### src/rtl/mcs_pkg.sv
// package: constants and types for the modem control and status block
package mcs_pkg;
   localparam int unsigned MCS_CLK_HZ = 200_000_000;
   localparam int unsigned MCS_RING_STABLE_MS = 30;
   // least time rounds down, the integer division truncates
   localparam int unsigned MCS_RING_STABLE_CYC =
      (MCS_CLK_HZ / 1000) * MCS_RING_STABLE_MS;
   localparam int unsigned MCS_CHANNELS = 8;
   localparam int unsigned MCS_CHAN_W = 3;
   localparam int unsigned MCS_FIFO_DEPTH = 256;
   localparam int unsigned MCS_LCR_W = 16;
   localparam int unsigned MCS_LCR_REPORT_BIT = 8;
   // status nibble positions
   localparam int unsigned MCS_ST_CTS = 0;
   localparam int unsigned MCS_ST_DSR = 1;
   localparam int unsigned MCS_ST_DCD = 2;
   localparam int unsigned MCS_ST_RING = 3;
   localparam int unsigned MCS_ST_W = 4;
   localparam logic [MCS_ST_W-1:0] MCS_ST_RESET = 4'h0;
   typedef enum logic [1:0] {
      MCS_SCAN_IDLE = 2'b00,
      MCS_SCAN_POST = 2'b01
   } mcs_scan_t;
endpackage : mcs_pkg

### src/rtl/mcs_modem_ctrl.sv
// module: modem control latches and lead change reporting
module mcs_modem_ctrl
   import mcs_pkg::*;
#(
   parameter int unsigned CHANNELS = MCS_CHANNELS,
   parameter int unsigned RING_CYC = MCS_RING_STABLE_CYC
) (
   // clock and reset
   input wire logic sys_clk,
   input wire logic reset_n,
   // modem latch strobe from the control sequencer
   input wire logic latch_strobe,
   input wire logic [mcs_pkg::MCS_CHAN_W-1:0] latch_chan,
   input wire logic latch_rts,
   input wire logic latch_dtr,
   // per-channel line control registers, flattened
   input wire logic [CHANNELS*mcs_pkg::MCS_LCR_W-1:0] line_control_reg,
   // data path from and to the uarts
   input wire logic [CHANNELS-1:0] uart_txd,
   output logic [CHANNELS-1:0] uart_rxd,
   // modem leads
   output logic [CHANNELS-1:0] modem_txd,
   output logic [CHANNELS-1:0] modem_rts,
   output logic [CHANNELS-1:0] modem_dtr,
   input wire logic [CHANNELS-1:0] modem_rxd,
   input wire logic [CHANNELS-1:0] modem_cts,
   input wire logic [CHANNELS-1:0] modem_dsr,
   input wire logic [CHANNELS-1:0] modem_dcd,
   input wire logic [CHANNELS-1:0] modem_ring,
   // status register view, four bits per channel
   output logic [CHANNELS*mcs_pkg::MCS_ST_W-1:0] status_reg,
   // entry toward the shared receive fifo
   output logic fifo_valid,
   input wire logic fifo_ready,
   output logic [mcs_pkg::MCS_CHAN_W-1:0] fifo_chan,
   output logic [mcs_pkg::MCS_ST_W-1:0] fifo_status
);
   logic [CHANNELS-1:0] ring_flt;
   logic [CHANNELS-1:0] rts_reg, rts_next, dtr_reg, dtr_next;
   logic [CHANNELS-1:0] txd_reg, rxd_reg;
   logic [CHANNELS*MCS_ST_W-1:0] st_reg, st_next;
   logic [CHANNELS-1:0] pend_reg, pend_next;
   mcs_scan_t scan_reg, scan_next;
   logic [MCS_CHAN_W-1:0] ptr_reg, ptr_next;
   logic fv_reg, fv_next;
   logic [MCS_CHAN_W-1:0] fc_reg, fc_next;
   logic [MCS_ST_W-1:0] fs_reg, fs_next;

   // ----------------------------------------
   // ring filters
   // ----------------------------------------
   for (genvar g = 0; g < CHANNELS; g++) begin : g_ring
      mcs_ring_filter #(.STABLE_CYC(RING_CYC)) u_ring (
         .sys_clk(sys_clk),
         .reset_n(reset_n),
         .ring_raw(modem_ring[g]),
         .ring_stable(ring_flt[g])
      );
   end

   function automatic logic [MCS_ST_W-1:0] lead_word(input int unsigned c);
      logic [MCS_ST_W-1:0] w;
      w = MCS_ST_RESET;
      w[MCS_ST_CTS] = modem_cts[c];
      w[MCS_ST_DSR] = modem_dsr[c];
      w[MCS_ST_DCD] = modem_dcd[c];
      w[MCS_ST_RING] = ring_flt[c];
      return w;
   endfunction : lead_word

   // ----------------------------------------
   // latches, status, change scan
   // ----------------------------------------
   always_comb begin
      rts_next = rts_reg;
      dtr_next = dtr_reg;
      st_next = st_reg;
      pend_next = pend_reg;
      scan_next = scan_reg;
      ptr_next = ptr_reg;
      fv_next = fv_reg;
      fc_next = fc_reg;
      fs_next = fs_reg;
      if (latch_strobe) begin
         rts_next[latch_chan] = latch_rts;
         dtr_next[latch_chan] = latch_dtr;
      end
      if (fv_reg && fifo_ready) begin
         fv_next = 1'b0;
      end
      case (scan_reg)
         MCS_SCAN_IDLE: begin
            if (pend_reg[ptr_reg] && !fv_reg) begin
               scan_next = MCS_SCAN_POST;
            end else begin
               ptr_next = ptr_reg + MCS_CHAN_W'(1);
            end
         end
         MCS_SCAN_POST: begin
            pend_next[ptr_reg] = 1'b0;
            fv_next = 1'b1;
            fc_next = ptr_reg;
            fs_next = st_reg[ptr_reg*MCS_ST_W +: MCS_ST_W];
            ptr_next = ptr_reg + MCS_CHAN_W'(1);
            scan_next = MCS_SCAN_IDLE;
         end
         default: scan_next = MCS_SCAN_IDLE;
      endcase
      for (int unsigned c = 0; c < CHANNELS; c++) begin
         if (lead_word(c) != st_reg[c*MCS_ST_W +: MCS_ST_W]) begin
            st_next[c*MCS_ST_W +: MCS_ST_W] = lead_word(c);
            if (line_control_reg[c*MCS_LCR_W + MCS_LCR_REPORT_BIT]) begin
               pend_next[c] = 1'b1;
            end
         end
      end
   end

   always_ff @(posedge sys_clk or negedge reset_n) begin
      if (!reset_n) begin
         rts_reg <= '0;
         dtr_reg <= '0;
         txd_reg <= '1;
         rxd_reg <= '1;
         st_reg <= '0;
         pend_reg <= '0;
         scan_reg <= MCS_SCAN_IDLE;
         ptr_reg <= '0;
         fv_reg <= 1'b0;
         fc_reg <= '0;
         fs_reg <= MCS_ST_RESET;
      end else begin
         rts_reg <= rts_next;
         dtr_reg <= dtr_next;
         txd_reg <= uart_txd;
         rxd_reg <= modem_rxd;
         st_reg <= st_next;
         pend_reg <= pend_next;
         scan_reg <= scan_next;
         ptr_reg <= ptr_next;
         fv_reg <= fv_next;
         fc_reg <= fc_next;
         fs_reg <= fs_next;
      end
   end

   // ----------------------------------------
   // outputs
   // ----------------------------------------
   assign modem_txd = txd_reg;
   assign modem_rts = rts_reg;
   assign modem_dtr = dtr_reg;
   assign uart_rxd = rxd_reg;
   assign status_reg = st_reg;
   assign fifo_valid = fv_reg;
   assign fifo_chan = fc_reg;
   assign fifo_status = fs_reg;

   // ----------------------------------------
   // checks
   // ----------------------------------------
   chk_latch_both: assert property (@(posedge sys_clk) disable iff (!reset_n)
      latch_strobe |=> modem_rts[$past(latch_chan)] == $past(latch_rts)
         && modem_dtr[$past(latch_chan)] == $past(latch_dtr))
      else $error("modem latch did not take both levels");
   chk_tx_pass: assert property (@(posedge sys_clk) disable iff (!reset_n)
      ##1 modem_txd == $past(uart_txd))
      else $error("transmit data gated");
   chk_rx_pass: assert property (@(posedge sys_clk) disable iff (!reset_n)
      ##1 uart_rxd == $past(modem_rxd))
      else $error("receive data gated");
   chk_status_cts: assert property (@(posedge sys_clk) disable iff (!reset_n)
      ##1 status_reg[MCS_ST_CTS] == $past(modem_cts[0]))
      else $error("status not following clear-to-send");

   // status lanes, every channel
   for (genvar g = 0; g < CHANNELS; g++) begin : g_chk
      chk_status_leads: assert property (@(posedge sys_clk) disable iff (!reset_n)
         ##1 status_reg[g*MCS_ST_W +: MCS_ST_W] == {$past(ring_flt[g]), $past(modem_dcd[g]),
            $past(modem_dsr[g]), $past(modem_cts[g])})
         else $error("status nibble not following leads");
   end

   chk_fifo_hold: assert property (@(posedge sys_clk) disable iff (!reset_n)
      fifo_valid && !fifo_ready |=> fifo_valid && $stable(fifo_chan)
         && $stable(fifo_status))
      else $error("fifo entry dropped under back-pressure");
   chk_entry_taken: assert property (@(posedge sys_clk) disable iff (!reset_n)
      fifo_valid && fifo_ready |=> !fifo_valid)
      else $error("entry offered twice");
   chk_scan_post: assert property (@(posedge sys_clk) disable iff (!reset_n)
      scan_reg == MCS_SCAN_POST |=> fifo_valid)
      else $error("scan post did not offer an entry");
   chk_entry_nibble: assert property (@(posedge sys_clk) disable iff (!reset_n)
      $rose(fifo_valid) |-> fifo_status == MCS_ST_W'($past(status_reg) >> (fifo_chan * MCS_ST_W)))
      else $error("entry status differs from the channel nibble");

   chk_post_enable: assert property (@(posedge sys_clk) disable iff (!reset_n)
      $rose(fifo_valid) |-> line_control_reg[fifo_chan*MCS_LCR_W + MCS_LCR_REPORT_BIT]
         || $past(line_control_reg[fifo_chan*MCS_LCR_W + MCS_LCR_REPORT_BIT], 2))
      else $error("entry posted for a channel with reporting off");
   chk_change_post: assert property (@(posedge sys_clk) disable iff (!reset_n)
      $changed(modem_dcd[0]) && line_control_reg[MCS_LCR_REPORT_BIT] && fifo_ready
         |-> ##[1:40] fifo_valid && fifo_chan == '0)
      else $error("carrier change not posted");
   chk_rts_idle: assert property (@(posedge sys_clk) disable iff (!reset_n)
      !latch_strobe |=> $stable(modem_rts) && $stable(modem_dtr))
      else $error("modem latch moved without strobe");
endmodule : mcs_modem_ctrl

### src/rtl/mcs_ring_filter.sv
// module: per-channel ring indicator stability filter
module mcs_ring_filter
   import mcs_pkg::*;
#(
   parameter int unsigned STABLE_CYC = MCS_RING_STABLE_CYC
) (
   // clock and reset
   input wire logic sys_clk,
   input wire logic reset_n,
   // raw and filtered ring
   input wire logic ring_raw,
   output logic ring_stable
);
   localparam int unsigned CW = $clog2(STABLE_CYC + 1);
   logic [CW-1:0] cnt_reg;
   logic [CW-1:0] cnt_next;
   logic last_reg;
   logic last_next;
   logic stable_reg;
   logic stable_next;

   always_comb begin
      last_next = ring_raw;
      cnt_next = cnt_reg;
      stable_next = stable_reg;
      if (ring_raw != last_reg) begin
         cnt_next = '0;
      end else if (ring_raw != stable_reg) begin
         if (cnt_reg == CW'(STABLE_CYC - 1)) begin
            stable_next = ring_raw;
            cnt_next = '0;
         end else begin
            cnt_next = cnt_reg + CW'(1);
         end
      end else begin
         cnt_next = '0;
      end
   end

   always_ff @(posedge sys_clk or negedge reset_n) begin
      if (!reset_n) begin
         cnt_reg <= '0;
         last_reg <= 1'b0;
         stable_reg <= 1'b0;
      end else begin
         cnt_reg <= cnt_next;
         last_reg <= last_next;
         stable_reg <= stable_next;
      end
   end

   assign ring_stable = stable_reg;

   chk_ring_no_glitch: assert property (@(posedge sys_clk) disable iff (!reset_n)
      $changed(stable_reg) |-> $past(ring_raw) == stable_reg)
      else $error("ring output changed without stable input");
endmodule : mcs_ring_filter

### config.mk
export PLATFORM = sky130hd
export DESIGN_NAME = mcs_modem_ctrl
export DESIGN_NICKNAME = d
export VERILOG_FILES = /design/src/rtl/mcs_pkg.sv /design/src/rtl/mcs_modem_ctrl.sv /design/src/rtl/mcs_ring_filter.sv
export SDC_FILE = /design/constraint.sdc
export NUM_CORES = 1
export LEC_CHECK = 0
export ABC_AREA = 1
export BUFFER_PORTS_ARGS = -buffer_cell sky130_fd_sc_hd__buf_2
export CAP_MARGIN = 25
export CORE_ASPECT_RATIO = 1.5
export CORE_MARGIN = 2
export CORE_UTILIZATION = 54
export CTS_CLUSTER_DIAMETER = 150
export DETAILED_ROUTE_END_ITERATION = 10
export PLACE_DENSITY = 0.86
export SLEW_MARGIN = 10
export SYNTH_ARGS = -nofsm -noshare
export SYNTH_HDL_FRONTEND = slang
export SYNTH_SLANG_ARGS = --single-unit
### constraint.sdc
create_clock -name sys_clk -period 2.05 [get_ports sys_clk]
set_input_delay 0.1025 -clock sys_clk [delete_from_list [all_inputs] [get_ports sys_clk]]
set_output_delay 0.1025 -clock sys_clk [all_outputs]
set_load 0.01 [all_outputs]
After elaboration in Yosys (flattened, before gate mapping):

Index checks and enable logic that the tools add are counted.

* flip-flop bits (word level): 285
* latch bits: 0
* RAM bits: 0
* memory bits (read-only): 0
* input bits: 185
* output and inout bits: 72
* logic and storage cells: 173
* memories kept: 0

* add/sub/neg operators: 9
* $mul: 0
* div/mod/pow operators: 0
* magnitude comparators: 4
* eq/ne operators: 35
* shifts and indexed selects: 1
* muxes and demuxes: 55
* bitwise logic cells: 10
* reduce and logical (&&, ||, !) cells: 17

Operators with widths (count)
* 2-to-1 mux 23 bit: 24
* adder 23 x 1 -> 23 bit, second input constant: 8
* equality test 23 bit, second input constant: 8
* inequality test 4 bit: 8
* variable part select 32 x 6 -> 4 bit: 1
* AND reduction 3 bit: 8
* 2-to-1 mux 1 bit: 21
* bitwise mux 8 bit: 2
* inequality test 1 bit: 16
* AND 8 bit: 1
* less-than comparator 3 x 4 -> 1 bit, second input constant: 2
* 2-to-1 mux 8 bit: 1
* NOT 1 bit: 8
* NOT 8 bit: 1
* demux 1 bit (select 3 bit): 2
* >= comparator 3 x 1 -> 1 bit, second input constant: 2
* case mux 3 bit (2 select lines): 1
* logical AND 1 bit: 4
* 2-to-1 mux 2 bit: 2
* inequality test 2 bit, second input constant: 2
* nonzero test 2 bit: 2
* adder 3 x 1 -> 3 bit, second input constant: 1
* binary-select mux 1 bit (select 3 bit): 1
* 2-to-1 mux 3 bit: 1
* 4 further kinds: 4

Depth between registers and ports, before layout:

* depth in word-level cells: 9
* gate-level depth with buffers: 10
* mapped depth without buffers: 9

Hierarchy:

Synthesis repeated with hierarchy kept, for this count alone.

* cells, all modules: 1980
* area, all modules: 15135.8 sq um

Modules (own cells, without submodules)
* mcs_ring_filter: instances 8, cells an instance 203, area an instance 1458.9 sq um, sequential area each 625.6 sq um
* mcs_modem_ctrl: instances 1, cells an instance 356, area an instance 3464.6 sq um, sequential area each 2122.0 sq um

Least setup slack after synthesis:

OpenSTA, ideal clock, no wires.

* path kind: reg2reg
* start point: register g_ring[6].u_ring.cnt_reg[0]
* end point: register g_ring[6].u_ring.cnt_reg[13]
* setup time: 0.119 ns
* arrival time: 1.412 ns
* setup slack: 0.519 ns
* stages on the path, launching flop included: 10
* path buffers: 1
* path through: dfrtp_1 -> ha_1 -> inv_2 -> nor2_2 -> nand2_1 -> nor2_4 -> nand3_4 -> nand2_4 -> buf_6 -> nor2_1

* longest elaborated chain between the ends: 4
* elaborated cells on any way between the ends: 5
* classes of those cells: 1 x add/sub; 1 x eq/ne; 3 x mux

Ends and longest elaborated chain
* start: declaration: RTL line mcs_ring_filter.sv:15 `logic [CW-1:0] cnt_reg;`
* start signal: assignment: RTL line mcs_ring_filter.sv:46 `cnt_reg <= cnt_next;`
* adder 23 x 1 -> 23 bit / equality test 23 bit (equally long branches): RTL line mcs_ring_filter.sv:33, mcs_ring_filter.sv:29
* 2-to-1 mux 23 bit *: RTL line mcs_ring_filter.sv:29 `if (cnt_reg == CW'(STABLE_CYC - 1)) begin`
* 2-to-1 mux 23 bit *: RTL line mcs_ring_filter.sv:28 `end else if (ring_raw != stable_reg) begin`
* 2-to-1 mux 23 bit *: RTL line mcs_ring_filter.sv:26 `if (ring_raw != last_reg) begin`
* net g_ring[6].u_ring.cnt_next[13]: RTL line mcs_ring_filter.sv:16 `logic [CW-1:0] cnt_next;`

Mark *: on every way through the listed nets, which the timed path passes. The rest lies on a longest branch.
A chain may end at the register's enable or synchronous reset.

==> flow_metrics.env <==
export IMPL_outcome="complete, no violations"
export IMPL_use_met1_pct=31.8
export IMPL_areaGrowthSynthToFinish_pct=19.1
export IMPL_netlist_instances=1842
export IMPL_r2r_cells=7
export IMPL_wl_per_cell_um=15.1
export IMPL_num_fill_cells=2112
export IMPL_yosys_warnings=0
export IMPL_clock_sinks=284
export IMPL_slew_headroom_pct=64.8
export IMPL_drive_above_1_share_pct=13.5
export IMPL_antenna_found_initial=1
export IMPL_r2r_end="g_ring[2].u_ring.cnt_reg[5]"
export IMPL_post_route_min_period_ps=1950
export IMPL_p_total_mw=13.8
export IMPL_worstSetupEndpointType="flip-flop"
export IMPL_firstDrtPassIters=5
export IMPL_gp_congestion=0.910
export IMPL_ys_ff_latch=284
export IMPL_root_buffer="clkbuf_16"
export IMPL_grt_overflow=0
export IMPL_tightest_slew_ps=528
export IMPL_place_ws_ps=272
export IMPL_clock_latency_ps=560
export IMPL_period_share_pct=95.3
export IMPL_largest_reg_flops=184
export IMPL_ir_drop_mv=0.761
export IMPL_critPathRequiredTime_ps=2470
export IMPL_met2_usage_pct=47.1
export IMPL_cts_buffer_depth=3
export IMPL_synth_edff_count=0
export IMPL_finalSetupViolations=0
export IMPL_htreeDepth=1
export IMPL_num_io_pins=257
export IMPL_finalWorstSetupSlack_ps=96.7
export IMPL_r2r_start="g_ring[2].u_ring.cnt_reg[0]"
export IMPL_rsz0062_at_grt="no"
export IMPL_busiest_layer="met2"
export IMPL_reg2reg_slack_ps=230
export IMPL_fmax_ghz=0.512
export IMPL_cts_clk_slew_worst_paths_ps=60
export IMPL_path_class="in2reg"
export IMPL_routed_wl_um=36400
export IMPL_remaining_drc_errors=0
export IMPL_ys_seq_area_share_pct=49.2
export IMPL_drt_iter0_markers=870
export IMPL_core_um2=26500
export IMPL_drtAntennaViolNets=0
export IMPL_grt_pass1_vias=13032
export IMPL_drv_slew=0
export IMPL_p_leak_nw=7.52
export IMPL_crit_arrival_ps=2370
export IMPL_syn_nets=2036
export IMPL_initial_utilization_pct=54.7
export IMPL_synthFlopType="dfrtp_1"
export IMPL_maxCapViolations=0
export IMPL_synth_area_um2=14500
export IMPL_synth_avg_cell_area_um2=7.87
export IMPL_dpl_hpwl_um=25900
export IMPL_grt_pass1_wl_um=60500
export IMPL_die_w_um=138
export IMPL_port_buffers=136
export IMPL_cts_tree="built"
export IMPL_final_util_pct=65.2
export IMPL_viasPerCell=5.33
export IMPL_grt_use_total_pct=26.8
export IMPL_setup_tns_final_ps=0
export IMPL_worst_path_max_fanout=4
export IMPL_final_area_um2=17300
export IMPL_vias=12817
export IMPL_p_per_area_nw_per_um2=802
export IMPL_ys_types=36
export IMPL_grt_max_degree=63
export IMPL_finalHoldViolations=0
export IMPL_die_area_um2=28200
export IMPL_cts_buffers=28
export IMPL_row_count=73
export IMPL_grt_met3_usage_pct=3.51
export IMPL_die_y_um=205
export IMPL_finClkSkew_ps=12.7
export IMPL_cp_start_kind="input pin"
export IMPL_synthArstFlopShare_pct=100
export IMPL_cp_startpoint="latch_strobe"
export IMPL_fin_nets=2239
export IMPL_placed_cell_area_um2=15500
export IMPL_min_path_type="in2async"
layout make-up:
type / count / area, um2 / share of cell area (%)
well taps: 337 / 422 / 2.44
clock buffers: 34 / 774 / 4.49
inverters: 168 / 631 / 3.65
multi-input cells: 1346 / 6510 / 37.7
repair buffers: 217 / 1500 / 8.68
flip-flops and latches: 284 / 7130 / 41.3
clock inverters: 18 / 292 / 1.69
diodes: 1 / 2.50 / 0.0145
synth_stat cells, types with 7 or more instances:
master / number / area [um2]
nand2_1: 419 / 1570
nor2_1: 412 / 1550
dfrtp_1: 268 / 6710
inv_1: 161 / 604
nand3_1: 147 / 736
xnor2_1: 72 / 631
o21ai_0: 55 / 275
a21oi_1: 47 / 235
xor2_1: 47 / 412
clkbuf_1: 33 / 124
nor2_2: 26 / 163
nand4_1: 24 / 150
nor3_1: 23 / 115
dfstp_2: 16 / 420
nor2_4: 13 / 146
ha_1: 9 / 113
nand2_2: 7 / 43.8
per-stage QoR:
| step | hold slack, ps | cells |
|---|---|---|
| 4_1_cts | 82.1 | 2404 |
| 2_1_floorplan | -193 | 1842 |
| 3_3_place_gp | 76.2 | 2282 |
| 5_1_grt | 134 | 2405 |
| 6_report | 77.9 | 2405 |
| 3_5_place_dp | 75.6 | 2282 |
where the power goes:
part / switching (mW) / internal (mW)
sequential: 0.254 / 5.89
combinational: 1.16 / 0.659
clock: 2.29 / 3.59
total: 3.70 / 10.1
placed cells by master, fill, tap and decap left out, drive strengths merged, types with 2 or more instances in the layout:
cell type	n
nand2	431
nand4	24
nor2	451
inv	169
nor4	6
bufinv	7
or2	3
clkbuf	34
o22ai	3
buf	147
and2	5
clkinv	4
nor3	23
xnor2	72
ha	9
dlygate4sd3	70
dfrtp	268
dfstp	16
a21oi	47
nor3b	2
a211oi	4
xor2	47
o21ai	57
nand3b	6
nand3	154
clkinvlp	6
repair_timing:
| item | in CTS | in global routing |
|---|---|---|
| hold buffers | 70 | 0 |
| setup buffers | 0 | 0 |
| gates resized for setup | 0 | 0 |
| hold endpoints to repair | 358 | 0 |
metal layers:
| layer | part of all wire [%] | vias up |
|---|---|---|
| li1 | - | 6193 |
| met1 | 39 | 6086 |
| met2 | 51 | 430 |
| met3 | 5.4 | 108 |
| met4 | 4.8 | 0 |
| met5 | 0 | - |
worst max-delay path, stage by stage:
cell,delay [ps]
dlygate4sd3_1,530
buf_2,120
inv_1,40
nor2_1,130
dlygate4sd3_1,630
nand2_1,70
dlygate4sd3_1,600
nand2_1,70
o21ai_0,80
cell families (layout without fill, tap and decap cells):
group | count (synthesis) | count (layout) | synth area share, %
flip-flops | 284 | 284 | 49.2
adder cells (fa/ha/maj) | 9 | 9 | 0.777
XOR/XNOR | 119 | 119 | 7.19
AO/OA/AOI/OAI | 112 | 112 | 3.97
other | 0 | 1 | 0
AND/OR/NAND/NOR | 1106 | 1106 | 33.0
buffers and inverters | 212 | 437 | 5.90
worst max-delay path by stage:
stage	endpoint	slack, ps	depth (start not counted)
after global routing	modem_dtr[4]	40	8
after global placement	g_ring[2].u_ring.cnt_reg[2]	330	7
after detailed placement	g_ring[4].u_ring.cnt_reg[13]	270	6
after floorplan	g_ring[6].u_ring.cnt_reg[13]	520	9
after CTS	modem_dtr[4]	200	8
final	modem_dtr[4]	100	9
No activity file was read; power rests on OpenSTA's default activity.
